**src/fps_pkg.sv**
```systemverilog
// Constants shared by the flyback protection sequencer
package fps_pkg;
  // Clock period in ps (200 MHz)
  localparam int unsigned CLK_PERIOD_PS = 5000;
  // Clock cycles in one millisecond, kept small to avoid 32-bit overflow
  localparam int unsigned CYC_PER_MS = 1_000_000_000 / CLK_PERIOD_PS;
  // Brownout interval in ms and cycles
  localparam int unsigned BROWNOUT_MS = 30;
  localparam int unsigned BROWNOUT_CYC = BROWNOUT_MS * CYC_PER_MS;
  // Undervoltage startup blanking in ms and cycles
  localparam int unsigned UV_BLANK_MS = 45;
  localparam int unsigned UV_BLANK_CYC = UV_BLANK_MS * CYC_PER_MS;
  // Default debounce switching-cycle counts
  localparam int unsigned UV_DEBOUNCE_DEF = 4;
  localparam int unsigned OV_DEBOUNCE_DEF = 4;
  // Width of the long timers
  localparam int unsigned TMR_W = 24;
  // Sequencer states
  typedef enum logic [2:0] {
    FPS_OFF = 3'b000,
    FPS_STARTUP = 3'b001,
    FPS_RUN = 3'b010,
    FPS_AUTO_FAULT = 3'b011,
    FPS_LATCH = 3'b100
  } fps_state_t;
endpackage

```
**src/fps_debounce.sv**
```systemverilog
// Counts consecutive qualified events of a condition up to one past a limit
`timescale 1ns/10ps
module fps_debounce #(
  parameter int unsigned W = 24
) (
  // Clock and reset
  input wire logic core_clk,
  input wire logic nrst,
  // Count control
  input wire logic step,
  input wire logic cond,
  input wire logic clr,
  input wire logic [W-1:0] limit,
  // Result
  output logic hit
);
  logic [W-1:0] cnt_r;
  logic [W-1:0] cnt_nxt;

  // Next count: advance on step while cond holds, drop when cond falls
  always_comb begin
    cnt_nxt = cnt_r;
    if (clr || !cond) begin
      cnt_nxt = '0;
    end else if (step && cnt_r <= limit) begin
      cnt_nxt = cnt_r + 1'b1;
    end
  end

  // Count register
  always_ff @(posedge core_clk or negedge nrst) begin
    if (!nrst) begin
      cnt_r <= '0;
    end else begin
      cnt_r <= cnt_nxt;
    end
  end

  // Fires once the count is beyond the limit
  assign hit = cond && (cnt_r > limit);
endmodule // fps_debounce

```
**src/fps_sequencer.sv**
```systemverilog
// Protection sequencer of an offline flyback controller
// Behaviour
// - Supply overvoltage and brownout are auto-restart faults.
// - Aux overvoltage, die heat and shutdown pin are latch faults.
// - Auto-restart fault stops gating and holds the switch off.
// - Auto-restart: at turn-off level clear fault, enable startup source.
// - Auto-restart: at turn-on resume switching, repeat while faulted.
// - Latch: at turn-off level enable startup source, keep fault set.
// - Latch: at turn-on level disable startup source, still no switching.
// - Latched fault clears only at the deep-discharge level.
// - Supply above its overvoltage threshold raises a fault.
// - Line current low during conduction over 30 ms raises brownout.
// - Die overtemperature stops gating and latches.
// - Aux winding sampled near end of diode conduction each cycle.
// - Aux undervoltage beyond debounce count raises auto-restart fault.
// - Aux undervoltage ignored for 45 ms blanking after power-on.
// - Aux overvoltage beyond debounce count disables gating and latches.
// - Shutdown pin below threshold enters latch protection.
// - At turn-on during startup disable source and begin switching.
`timescale 1ns/10ps
module fps_sequencer #(
  parameter int unsigned BROWNOUT_CYCLES = fps_pkg::BROWNOUT_CYC,
  parameter int unsigned UV_BLANK_CYCLES = fps_pkg::UV_BLANK_CYC,
  parameter int unsigned UV_DEBOUNCE = fps_pkg::UV_DEBOUNCE_DEF,
  parameter int unsigned OV_DEBOUNCE = fps_pkg::OV_DEBOUNCE_DEF
) (
  // Clock and reset
  input wire logic core_clk,
  input wire logic nrst,
  // Supply level comparators
  input wire logic vdd_on_cmp,
  input wire logic vdd_off_cmp,
  input wire logic vdd_deep_cmp,
  input wire logic vdd_ovp_cmp,
  // Line sense and aux sample comparators
  input wire logic line_low_cmp,
  input wire logic aux_uv_cmp,
  input wire logic aux_ov_cmp,
  // Switching cycle timing
  input wire logic gate_on,
  input wire logic diode_end,
  // Temperature and shutdown pin
  input wire logic otp_cmp,
  input wire logic shutdown_pin_low,
  // Outputs
  output logic gate_enable,
  output logic high_voltage_start_pin,
  output logic auto_fault,
  output logic latch_fault
);
  localparam int unsigned NF = 11;
  localparam int unsigned TW = fps_pkg::TMR_W;

  // Two-stage synchronisers for every comparator flag
  logic [NF-1:0] raw;
  logic [NF-1:0] s1_r;
  logic [NF-1:0] s2_r;
  assign raw = {vdd_on_cmp, vdd_off_cmp, vdd_deep_cmp, vdd_ovp_cmp,
                line_low_cmp, aux_uv_cmp, aux_ov_cmp, gate_on,
                diode_end, otp_cmp, shutdown_pin_low};
  genvar gi;
  generate
    for (gi = 0; gi < NF; gi++) begin : g_sync
      always_ff @(posedge core_clk or negedge nrst) begin
        if (!nrst) begin
          s1_r[gi] <= 1'b0;
          s2_r[gi] <= 1'b0;
        end else begin
          s1_r[gi] <= raw[gi];
          s2_r[gi] <= s1_r[gi];
        end
      end
    end
  endgenerate

  logic von, voff, vdeep, vovp, llow, auv, aov, gon, dend, otp, sdl;
  assign {von, voff, vdeep, vovp, llow, auv, aov, gon, dend, otp, sdl} =
    s2_r;

  // Sequencer state, read by the measurement logic below
  fps_pkg::fps_state_t st_r, st_nxt;

  // Sample aux comparators at the diode-conduction end edge, and
  // hold the line comparator as seen during the last conduction
  logic dend_d_r;
  logic samp;
  logic meas_clr;
  logic auv_s_r, auv_s_nxt, aov_s_r, aov_s_nxt;
  logic line_low_r, line_low_nxt;
  assign samp = dend && !dend_d_r;
  // Stale samples would re-trip a fault at once after a restart
  assign meas_clr = (st_r != fps_pkg::FPS_RUN);
  always_comb begin
    auv_s_nxt = samp ? auv : auv_s_r;
    aov_s_nxt = samp ? aov : aov_s_r;
    line_low_nxt = gon ? llow : line_low_r;
    if (meas_clr) begin
      auv_s_nxt = 1'b0;
      aov_s_nxt = 1'b0;
      line_low_nxt = 1'b0;
    end
  end
  always_ff @(posedge core_clk or negedge nrst) begin
    if (!nrst) begin
      dend_d_r <= 1'b0;
      auv_s_r <= 1'b0;
      aov_s_r <= 1'b0;
      line_low_r <= 1'b0;
    end else begin
      dend_d_r <= dend;
      auv_s_r <= auv_s_nxt;
      aov_s_r <= aov_s_nxt;
      line_low_r <= line_low_nxt;
    end
  end

  // Power-on blanking timer for aux undervoltage
  logic [TW-1:0] blank_r, blank_nxt;
  logic blank_done;
  assign blank_done = (blank_r == TW'(UV_BLANK_CYCLES));
  always_comb begin
    blank_nxt = blank_done ? blank_r : blank_r + 1'b1;
  end
  always_ff @(posedge core_clk or negedge nrst) begin
    if (!nrst) begin
      blank_r <= '0;
    end else begin
      blank_r <= blank_nxt;
    end
  end

  // Brownout: line current low at every conduction, counted per clock
  logic bo_hit;
  fps_debounce #(.W(TW)) u_bo (
    .core_clk(core_clk),
    .nrst(nrst),
    .step(1'b1),
    .cond(line_low_r),
    .clr(meas_clr),
    .limit(TW'(BROWNOUT_CYCLES)),
    .hit(bo_hit)
  );

  // Aux undervoltage debounce over switching cycles
  logic uv_hit;
  fps_debounce #(.W(TW)) u_uv (
    .core_clk(core_clk),
    .nrst(nrst),
    .step(samp),
    .cond(auv_s_r && blank_done),
    .clr(meas_clr),
    .limit(TW'(UV_DEBOUNCE)),
    .hit(uv_hit)
  );

  // Aux overvoltage debounce over switching cycles
  logic ov_hit;
  fps_debounce #(.W(TW)) u_ov (
    .core_clk(core_clk),
    .nrst(nrst),
    .step(samp),
    .cond(aov_s_r),
    .clr(meas_clr),
    .limit(TW'(OV_DEBOUNCE)),
    .hit(ov_hit)
  );

  // Fault classes
  logic auto_trip, latch_trip;
  assign auto_trip = vovp || bo_hit || uv_hit;
  assign latch_trip = ov_hit || otp || sdl;

  // Sequencer state
  logic hv_r, hv_nxt;
  always_comb begin
    st_nxt = st_r;
    hv_nxt = hv_r;
    case (st_r)
      fps_pkg::FPS_OFF: begin
        hv_nxt = 1'b1;
        st_nxt = fps_pkg::FPS_STARTUP;
      end
      fps_pkg::FPS_STARTUP: begin
        if (latch_trip) begin
          st_nxt = fps_pkg::FPS_LATCH;
        end else if (von) begin
          hv_nxt = 1'b0;
          st_nxt = fps_pkg::FPS_RUN;
        end
      end
      fps_pkg::FPS_RUN: begin
        if (latch_trip) begin
          st_nxt = fps_pkg::FPS_LATCH;
        end else if (auto_trip) begin
          st_nxt = fps_pkg::FPS_AUTO_FAULT;
        end else if (voff) begin
          hv_nxt = 1'b1;
          st_nxt = fps_pkg::FPS_STARTUP;
        end
      end
      fps_pkg::FPS_AUTO_FAULT: begin
        if (latch_trip) begin
          st_nxt = fps_pkg::FPS_LATCH;
        end else if (voff) begin
          hv_nxt = 1'b1;
          st_nxt = fps_pkg::FPS_STARTUP;
        end
      end
      fps_pkg::FPS_LATCH: begin
        if (vdeep) begin
          hv_nxt = 1'b1;
          st_nxt = fps_pkg::FPS_STARTUP;
        end else if (voff) begin
          hv_nxt = 1'b1;
        end else if (von) begin
          hv_nxt = 1'b0;
        end
      end
      default: begin
        st_nxt = fps_pkg::FPS_OFF;
        hv_nxt = 1'b0;
      end
    endcase
  end
  always_ff @(posedge core_clk or negedge nrst) begin
    if (!nrst) begin
      st_r <= fps_pkg::FPS_OFF;
      hv_r <= 1'b0;
    end else begin
      st_r <= st_nxt;
      hv_r <= hv_nxt;
    end
  end

  // Outputs from state
  assign gate_enable = (st_r == fps_pkg::FPS_RUN);
  assign high_voltage_start_pin = hv_r;
  assign auto_fault = (st_r == fps_pkg::FPS_AUTO_FAULT);
  assign latch_fault = (st_r == fps_pkg::FPS_LATCH);

  // Sequencing checks
  AST_LATCH_HOLDS: assert property (
    @(posedge core_clk) disable iff (!nrst)
    latch_fault && !vdeep |=> latch_fault)
    else $error("latched fault released without deep discharge");
  AST_LATCH_NO_GATE: assert property (
    @(posedge core_clk) disable iff (!nrst)
    latch_fault |-> !gate_enable)
    else $error("gating while latched");
  AST_LATCH_ENTRY: assert property (
    @(posedge core_clk) disable iff (!nrst)
    gate_enable && latch_trip |=> latch_fault)
    else $error("latch fault not taken");
  AST_AUTO_ENTRY: assert property (
    @(posedge core_clk) disable iff (!nrst)
    gate_enable && vovp && !latch_trip |=> auto_fault && !gate_enable)
    else $error("auto fault not taken");
  AST_AUTO_RESTART: assert property (
    @(posedge core_clk) disable iff (!nrst)
    auto_fault && voff && !latch_trip |=> !auto_fault && hv_r)
    else $error("auto fault not cleared at turn-off");
  AST_LATCH_RECHARGE: assert property (
    @(posedge core_clk) disable iff (!nrst)
    latch_fault && voff && !vdeep |=> hv_r && latch_fault)
    else $error("latched recharge wrong");
  AST_STARTUP_ON: assert property (
    @(posedge core_clk) disable iff (!nrst)
    st_r == fps_pkg::FPS_STARTUP && von && !latch_trip
    |=> gate_enable && !hv_r)
    else $error("startup did not begin switching");
  AST_BLANK: assert property (
    @(posedge core_clk) disable iff (!nrst)
    !blank_done |-> !uv_hit)
    else $error("undervoltage during blanking");
  AST_SYNC: assert property (
    @(posedge core_clk) disable iff (!nrst)
    $rose(otp) |-> $past(otp_cmp, 2))
    else $error("flag not synchronised");
  AST_RUN_HV_OFF: assert property (
    @(posedge core_clk) disable iff (!nrst)
    gate_enable |-> !high_voltage_start_pin)
    else $error("startup source on while switching");
  AST_OTP_LATCH: assert property (
    @(posedge core_clk) disable iff (!nrst)
    gate_enable && otp |=> latch_fault)
    else $error("overtemperature did not latch");
  AST_SD_LATCH: assert property (
    @(posedge core_clk) disable iff (!nrst)
    gate_enable && sdl |=> latch_fault)
    else $error("shutdown pin did not latch");
  AST_OV_LATCH: assert property (
    @(posedge core_clk) disable iff (!nrst)
    gate_enable && ov_hit |=> latch_fault)
    else $error("aux overvoltage did not latch");
  AST_UV_AUTO: assert property (
    @(posedge core_clk) disable iff (!nrst)
    gate_enable && uv_hit && !latch_trip |=> auto_fault)
    else $error("aux undervoltage did not stop switching");
  AST_BO_AUTO: assert property (
    @(posedge core_clk) disable iff (!nrst)
    gate_enable && bo_hit && !latch_trip |=> auto_fault)
    else $error("brownout did not stop switching");
  AST_AUTO_HOLD: assert property (
    @(posedge core_clk) disable iff (!nrst)
    auto_fault && !voff && !latch_trip |=> auto_fault && !hv_r)
    else $error("auto fault left before turn-off level");
  AST_LATCH_HV_OFF: assert property (
    @(posedge core_clk) disable iff (!nrst)
    latch_fault && von && !voff && !vdeep
    |=> !hv_r && latch_fault)
    else $error("startup source left on while latched");
  AST_DEEP_CLEAR: assert property (
    @(posedge core_clk) disable iff (!nrst)
    latch_fault && vdeep |=> !latch_fault && hv_r)
    else $error("latched fault kept at deep discharge");
  AST_AUX_SAMPLE: assert property (
    @(posedge core_clk) disable iff (!nrst)
    samp && !meas_clr
    |=> auv_s_r == $past(auv) && aov_s_r == $past(aov))
    else $error("aux sample not taken");
  AST_MEAS_CLEAR: assert property (
    @(posedge core_clk) disable iff (!nrst)
    meas_clr |=> !uv_hit && !ov_hit && !bo_hit)
    else $error("fault count kept while not switching");
  AST_STARTUP_HOLD: assert property (
    @(posedge core_clk) disable iff (!nrst)
    st_r == fps_pkg::FPS_STARTUP && !von && !latch_trip
    |=> st_r == fps_pkg::FPS_STARTUP && hv_r)
    else $error("startup left before turn-on level");
endmodule // fps_sequencer

```
**config.mk**
```make
export PLATFORM = sky130hd
export DESIGN_NAME = fps_sequencer
export DESIGN_NICKNAME = d
export VERILOG_FILES = /design/src/fps_pkg.sv /design/src/fps_debounce.sv /design/src/fps_sequencer.sv
export SDC_FILE = /design/constraint.sdc
export NUM_CORES = 1
export LEC_CHECK = 0
export ABC_AREA = 1
export BUFFER_PORTS_ARGS = -buffer_cell sky130_fd_sc_hd__buf_4
export CAP_MARGIN = 20
export CORE_ASPECT_RATIO = 2
export CORE_MARGIN = 2
export CORE_UTILIZATION = 52
export DETAILED_ROUTE_END_ITERATION = 12
export PLACE_DENSITY = 0.68
export SLEW_MARGIN = 20
export SYNTH_ARGS = -nofsm -noshare
export SYNTH_HDL_FRONTEND = slang
export SYNTH_HIERARCHICAL = 1
export SYNTH_SLANG_ARGS = --single-unit
```
**constraint.sdc**
```tcl
create_clock -name core_clk -period 2.4 [get_ports core_clk]
set_clock_uncertainty 0.05 [all_clocks]
set_input_delay 0.48 -clock core_clk [delete_from_list [all_inputs] [get_ports core_clk]]
set_output_delay 0.48 -clock core_clk [all_outputs]
set_load 0.005 [all_outputs]
```
# Word-level counts from Yosys, hierarchy flattened
# Index checks and enable logic that the tools add are counted.
# W data, S select, Z words.
[totals]
register_bits = 126
latch_bits = 0
mem_bits_rw = 0
romBits = 0
in_bits = 13
out_inout_bits = 4
word_cells = 109
n_memories = 0
[classes]
n_addsub = 4
mul = 0
div = 0
n_lt_le_gt_ge = 6
eq_ne = 12
n_shift = 0
muxes = 29
bitwise = 0
n_reduce_logical = 26
[op_table]
columns = ["op", "count"]
rows = [
  ["$mux W24", 6],
  ["$add A24 B1 Y24 const B", 4],
  ["$gt A24 B3 Y1 const B", 2],
  ["$le A24 B3 Y1 const B", 2],
  ["$eq A24 B24 Y1 const B", 1],
  ["$gt A24 B23 Y1 const B", 1],
  ["$le A24 B23 Y1 const B", 1],
  ["$mux W3", 7],
  ["$pmux W3 S5", 1],
  ["$mux W1", 14],
  ["$reduce_bool A2 Y1", 5],
  ["$ne A2 B2 Y1 const B", 4],
  ["$logic_and A1 B1 Y1", 7],
  ["$logic_or A1 B1 Y1", 7],
  ["$eq A3 B2 Y1 const B", 2],
  ["$pmux W1 S5", 1],
  ["$logic_not A1 Y1", 4],
  ["$reduce_and A4 Y1", 1],
  ["$eq A3 B1 Y1 const B", 1],
  ["$eq A3 B3 Y1 const B", 1],
  ["$logic_not A3 Y1", 1],
  ["$ne A3 B2 Y1 const B", 1],
  ["$ne A3 B3 Y1 const B", 1],
  ["$ne A2 B1 Y1 const B", 1],
  ["$reduce_and A2 Y1", 1],
]

# Longest topological paths before layout
# Gate-level depths: netlist (run 1).
[logic_depth]
ltp_word = 7
mapped_depth = 21
mapped_depth_nobuf = 20

# By module
# The synthesis (run 1) kept the hierarchy.
[modules_own_cells]
columns = ["module", "instances", "cells_each", "area_per_inst_um2", "seq_area_each_um2"]
rows = [
  ["fps_debounce", 3, 344, 2386.0, 600.6],
  ["fps_sequencer", 1, 317, 2542.4, 1351.3],
]

# Least setup slack after synthesis (run 1)
# OpenSTA, ideal clock, no wires.
[synth_path]
path_type = "reg2reg"
from = "reg u_ov.cnt_r[15]"
to = "reg hv_r (netlist: high_voltage_start_pin)"
setup_ns = 0.121
arrival_ns = 1.986
t_required_ns = 2.229
slack_ns = 0.243
path_stages_with_launch = 18
path_buffers = 1
period_less_slack_ns = 2.157
path_cell_list = "dfrtp_1 ha_1 nand2_1 nor2_2 nand4_1 nor2_1 nand2_1 nand3_2 nand2_4 clkbuf_8 nor2_1 inv_1 nand2_1 nand2_1 nand2_1 o21ai_0 nand2_1 nand2_1"
[synth_between]
elab_chain_cells = 6
elab_cells_between_ends = 8
cone_classes = "order compare (1); eq/ne (3); reduce/logical (4)"
[synth_rtl]
columns = ["element", "line_no", "source"]
rows = [
  ["from (decl)", "fps_debounce.sv:17", "logic [W-1:0] cnt_r;"],
  ["from (signal assigned)", "fps_debounce.sv:35", "cnt_r <= cnt_nxt;"],
  ["$gt A24 B3 Y1 (*)", "fps_debounce.sv:40", "assign hit = cond && (cnt_r > limit);"],
  ["$logic_and A1 B1 Y1 (*)", "fps_debounce.sv:40", ""],
  ["via ov_hit", "fps_sequencer.sv:157", "logic ov_hit;"],
  ["$logic_or A1 B1 Y1 (*) (2 in a row)", "fps_sequencer.sv:171", "assign latch_trip = ov_hit || otp || sdl;"],
  ["$ne A2 B2 Y1 (no source line)", "--", ""],
  ["$reduce_and A4 Y1 (no source line) (*)", "--", ""],
  ["to (signal assigned)", "fps_sequencer.sv:231", "hv_r <= hv_nxt;"],
  ["to (decl)", "fps_sequencer.sv:174", "logic hv_r, hv_nxt;"],
]
# Mark *: on every way through the listed nets, which the timed path passes. The rest lies on a longest branch.
# A chain may end at the register's enable or synchronous reset.

# Final worst setup path (run 1)
[layout_path]
from = "reg u_ov.cnt_r[13]"
to = "reg hv_r (netlist: high_voltage_start_pin)"
# The elaborated chain is that of the path after synthesis.

==> run metrics, run 1 <==
status completed; Reg2Reg Depth 16; Via-to-Cell Ratio 5.108; clock power share 48.6%; Die H 197.2 um; DRT antenna net count 0; reg-to-reg startpoint u_ov/cnt_r[13]; Pwr Density 471.3 mW/mm^2; Setup Fix Bufs, Post-CTS 0; static leakage 0.005816 uW; post-synthesis cell count 1,349; Critical Path AT 2.45 ns; Sequential Power Share 42.8%; fraction of synthesized cell area taken by the top area cell type 32.50%; final WL 21,900 um; min Tclk post-route 2.191 ns; clk_lat worst skew 0.43 ns; WP data required 2.66 ns; Syn. warnings 6; GRT Residual Overflow 0; DRT iter0 DRCs 309; RD Place Congestion 0.8714; CTS H-tree depth 4; Synth Area in XOR/XNOR 6.140%; area leader, netlist dfrtp_1; Setup crit end high_voltage_start_pin; Sw Ratio 28.37%; WL per Instance 13.03 um; vias in the first global route 8,429; die area 0.01983 sq mm; Setup-failing EPs final 0; Synth cell types 34; Internal 3696 uW; CP Max Fanout 8; 1st-pass router iterations 5; residual DRC count 0; CP endpoint kind flop; hold path start vdd_ovp_cmp; final count of hold timing violations 0; sequential element share of the synthesized area 32.50%; I/O Buffers 16; Synth Register Bits 126; core outline area 0.01831 sq mm; Comb power frac 8.6%; VDD IR max 0.4813 mV; pins over their slew limit 0; Critical path origin u_ov/cnt_r[13]; Initial Util 52.99%; largest family of logic cells by synthesized area simple AND/OR/NAND/NOR gates; Worst Tran Pin Value 0.5429 ns; CTS tree built; critical path class reg2reg; gr usage total 23.60%; initial antenna violation count 0; Tcrit/Tclk final 91.28%; Fin Setup TNS 0 ns; final worst slack 0.2092 ns; Post-Synth Adder-Cell Area 9.932%; min-delay worst type in2reg; Root Driver clkbuf_16; R2R Setup Slk 0.21 ns; mux share of post-synthesis cell area 0.1032%; ANT cells 0; P_sw 1464 uW; clk sinks 126; simple-gate area share of the yosys netlist 37.31%; io pins 17; area fraction in compound gates after synthesis 2.580%; startpoint types flop; layout cells sized above 1 10.44%; worst slew margin relative to its limit 63.77%; hpwl dp 16,360 um; RR Endpoint high_voltage_start_pin; worst slack, placed 0.1949 ns; first-pass GRT wire length 37,780 um; RSZ-0062 raised after global routing false; Clk pin slew, worst setup/hold paths 0.06 ns; syn_area_per_cell 7.191 sq um; maximum clock path buffer count 2; Mapped Area 0.009701 sq mm; Synth area leaders dfrtp_1 33%, nand2_1 14%, ha_1 9.9%; Max Cap Viol 0; P&R area growth vs syn 12.87%; die width 100.6 um; Via Count 8,587; fmax 0.4565 GHz; cts bufs inserted 17; nets 1,542; largest net degree at the start of global routing 53; Rows 70
## layer usage
layer,vias up,track usage [%],part of all wire (%)
li1,4422,-,-
met3,55,3.043,2.2
met5,-,0,0
met4,0,12.18,3.8
met1,3968,25.31,39
met2,142,43.85,55
## area by class of cell
| class | instances | area, sq um |
|---|---|---|
| clock buffer | 17 | 425.4 |
| fill | 1781 | 7356 |
| inverter | 212 | 795.8 |
| multi-input combinational | 1045 | 5728 |
| sequential | 126 | 3154 |
| timing repair buffer | 50 | 435.4 |
| clock inverter | 15 | 140.1 |
| tap | 216 | 270.3 |
## worst min-delay path by stage
stage	to	slack [ns]	cells past startpoint
finish	s1_r[7]	0.11	1
global route	s1_r[0]	0.09	1
CTS	s1_r[7]	0.09	1
detailed placement	voff	0.29	0
global placement	llow	0.28	0
floorplan	aov	0.13	0
## per-stage QoR
stage	cells	utilization, %	power [uW]	hold WS, ns	instance area (sq um)
floorplan	1420	-	2528	0.1344	9967
global route	1681	59.82	5392	0.09176	10950
global placement	1648	56.60	2689	0.2817	10360
detailed placement	1648	56.60	2691	0.2855	10360
finish	1681	59.82	5161	0.1104	10950
CTS	1681	59.75	5221	0.09258	10940
## kinds of logic (layout without fill, tap and decap cells)
| group | after synthesis | in the layout |
|---|---|---|
| AO/OA/AOI/OAI | 46 | 46 |
| other | 2 | 73 |
| XOR/XNOR | 68 | 68 |
| multiplexers | 1 | 1 |
| buffers and inverters | 249 | 294 |
| adder cells (fa/ha/maj) | 77 | 77 |
| flip-flops | 126 | 126 |
| AND/OR/NAND/NOR | 780 | 780 |
## power groups by stage
stage                     sequential (uW)  clock (uW)  combinational [uW]
final                                2210        2510                 443
after global routing                 2220        2650                 523
after detailed placement             2250           0                 442
after CTS                            2210        2570                 444
after floorplan                      2240           0                 289
after global placement               2250           0                 440
## critical path: stages (launching register included)
cell	delay, ns
dfrtp_1	0.45
ha_1	0.32
nand2_1	0.06
nor2_2	0.09
nand4_1	0.14
nor2_1	0.13
nand2_1	0.07
nand3_2	0.08
nand2_4	0.09
nor2_1	0.09
inv_1	0.06
nand2_2	0.11
nand2_1	0.06
nand2_1	0.06
o21ai_0	0.09
nand2_1	0.07
nand2_1	0.04
## state kept, by name, summed over array words and instances (netlist names), 3 cells and up
signal,flops
u_ov/cnt_r,24
u_bo/cnt_r,24
blank_r,24
st_r,3
u_uv/cnt_r,24
s1_r,11
## what timing repair did
| action | 4_1_cts | 5_1_grt |
|---|---|---|
| endpoints found under the hold margin | 47 | 0 |
| hold buffers | 1 | 0 |
| endpoints found under the setup margin | 0 | 4 |
| resized for setup | 0 | 5 |
## cell usage after synthesis, drive strengths merged
library cell	n
a21o	6
a21oi	26
and2	1
buf	27
clkbuf	10
conb	2
dfrtp	126
ha	77
inv	212
mux2i	1
nand2	389
nand3	126
nand3b	5
nand4	85
nor2	163
nor3	7
nor3b	3
o211ai	2
o21ai	12
or2	1
xnor2	18
xor2	50
## placed cells by master, fill, tap and decap left out, drive strengths merged, types with 2 or more instances in the layout
cell type,n
o21ai,12
buf,49
ha,77
xor2,50
nand2,389
clkinvlp,3
inv,223
clkbuf,17
conb,73
nor2,163
a21oi,26
xnor2,18
a21o,6
dfrtp,126
o211ai,2
nor3,7
nand4,85
nand3,126
nor3b,3
nand3b,5
Note: power is estimated with default switching activity, not from simulation.
==> inputs of run 2 (changes only) <==
--- a/config.mk
+++ b/config.mk
@@ -6,12 +6,13 @@
 export NUM_CORES = 1
 export LEC_CHECK = 0
 export ABC_AREA = 1
-export BUFFER_PORTS_ARGS = -buffer_cell sky130_fd_sc_hd__buf_4
+export BUFFER_PORTS_ARGS = -buffer_cell sky130_fd_sc_hd__clkbuf_2
 export CAP_MARGIN = 20
 export CORE_ASPECT_RATIO = 2
 export CORE_MARGIN = 2
 export CORE_UTILIZATION = 52
 export DETAILED_ROUTE_END_ITERATION = 12
+export GPL_TIMING_DRIVEN = 0
 export PLACE_DENSITY = 0.68
 export SLEW_MARGIN = 20
 export SYNTH_ARGS = -nofsm -noshare
==> run 2 against run 1 <==
  * Register-to-register slack got worse by 0.08 ns
  * Non-clock buffer count is 21 higher
  * Die area unchanged
  * Clock power rose by 8.8%
  * Critical path depth is the same
  * Cell count rose by 1.2%
  * Hold slack got worse by 0.0046 ns
  * Sequential power about the same
==> run metrics, run 2 (synthesis gave the netlist of run 1 again) <==
WP data required 2.66 ns; CP Cell Sequence ha_4, nand2_1, nor2_2, nand4_1, buf_4, nor2_2, nand2_1, nand2_4, buf_8, nor2_2, inv_1, nand2_2, nand2_1, nand2_1, nand2_1, a21oi_2; vias in the first global route 8,699; layout cells sized above 1 13.39%; min-delay worst type in2reg; DRT iter0 DRCs 268; initial antenna violation count 0; DRT antenna net count 0; Worst path most repeated cell nand2_1; WL per Instance 12.83 um; io pins 17; status completed; Die H 197.2 um; worst path bufs/invs 3; clock power share 50.6%; Via-to-Cell Ratio 5.062; most frequent cells in the layout 366 x nand2_1, 208 x inv_1, 127 x nor2_1, 120 x nand3_1, 108 x dfrtp_1; gr usage total 23.96%; hold path start shutdown_pin_low; Top Family by Delay on Critical Path simple AND/OR/NAND/NOR gates; Sequential Power Share 41.0%; CTS H-tree depth 4; CP max stage delay 0.43 ns; CP endpoint kind flop; Fin Setup TNS 0 ns; worst hold path depth 1; number of cells on the critical path 16; Pwr Density 480.4 mW/mm^2; clk_lat worst skew 0.43 ns; static leakage 0.005905 uW; die area 0.01983 sq mm; critical path class reg2reg; Sw Ratio 27.30%; Crit-path slowest cell dfrtp_2; Internal 3916 uW; nets 1,563; I/O Buffers 16; Clk pin slew, worst setup/hold paths 0.07 ns; min Tclk post-route 2.274 ns; startpoint types flop; P&R area growth vs syn 15.61%; Root Driver clkbuf_16; first-pass GRT wire length 38,500 um; final WL 21,830 um; clk sinks 126; ANT cells 0; core outline area 0.01831 sq mm; cts bufs inserted 17; final core occ 61.26%; CTS tree built; GRT Residual Overflow 0; maximum clock path buffer count 2; pins over their slew limit 0; CP Max Fanout 8; Tcrit/Tclk final 94.77%; 1st-pass router iterations 4; Rows 70; Setup-failing EPs final 0; final count of hold timing violations 0; Filler cells 1,749; RSZ-0062 raised after global routing true; Critical Path AT 2.54 ns; Initial Util 52.99%; P_sw 1471 uW; Via Count 8,616; residual DRC count 0; Critical path origin u_uv/cnt_r[13]; RD Place Congestion 0.8663; hpwl dp 16,410 um; post-layout power 5387 uW; Comb power frac 8.3%; R2R Setup Slk 0.13 ns; reg-to-reg startpoint u_uv/cnt_r[13]; VDD IR max 0.5346 mV; die width 100.6 um; commonest non-fill, non-tap cell in the layout nand2_1; Reg2Reg Depth 16; fmax 0.4397 GHz; Max Cap Viol 0; largest net degree at the start of global routing 77
run 2: metal layers:
| layer | GRT usage [%] | up-vias | wire length (um) |
|---|---|---|---|
| met1 | 26.14 | 3970 | 8610 |
| met3 | 3.715 | 44 | 585 |
| li1 | - | 4467 | - |
| met4 | 11.16 | 0 | 763 |
| met5 | 0 | - | 0 |
| met2 | 44.20 | 135 | 11870 |
run 2: worst paths after layout:
| kind | to |
|---|---|
| max in group asynchronous | u_uv/cnt_r[9] |
| min in group asynchronous | u_bo/cnt_r[8] |
| setup reg to reg | st_r[1] |
| hold / removal | s1_r[0] |
| hold reg to reg | aov |
| setup / recovery | st_r[1] |
run 2: through the flow:
stage                     setup WS (ns)  instances  hold WS [ns]  cell area (sq um)
after global placement           -1.272       1652        0.2824              10320
after detailed placement        -0.2470       1653        0.2879              10350
after floorplan                  0.2432       1420        0.1344               9967
after CTS                      -0.01518       1692       0.08492              11040
after global routing           -0.06400       1702       0.08426              11210
final                            0.1255       1702        0.1058              11210
run 2: cell type report:
class                      instances  area, sq um  area share [%]
buffer                            35        290.3           2.588
clock buffer                      17        425.4           3.793
clock inverter                    15        187.7           1.674
inverter                         212        795.8           7.096
multi-input combinational       1045         5808           51.79
sequential                       126         3176           28.32
tap                              216        270.3           2.410
timing repair buffer              36        261.5           2.332
run 2: what timing repair did:
| item | in CTS | in global routing |
|---|---|---|
| buffers inserted | 7 | 11 |
| setup endpoints to repair | 14 | 23 |
| pin swaps | 4 | 16 |
| resized for setup | 11 | 32 |
| cloned | 0 | 0 |
| hold buffers | 1 | 0 |
| hold endpoints to repair | 50 | 0 |
run 2: power by group through the flow:
stage	sequential, uW	combinational [uW]	clock [uW]
6_report	2210	449	2730
3_3_place_gp	2250	417	0
4_1_cts	2210	437	2790
2_1_floorplan	2240	289	0
5_1_grt	2210	521	2870
3_5_place_dp	2250	432	0
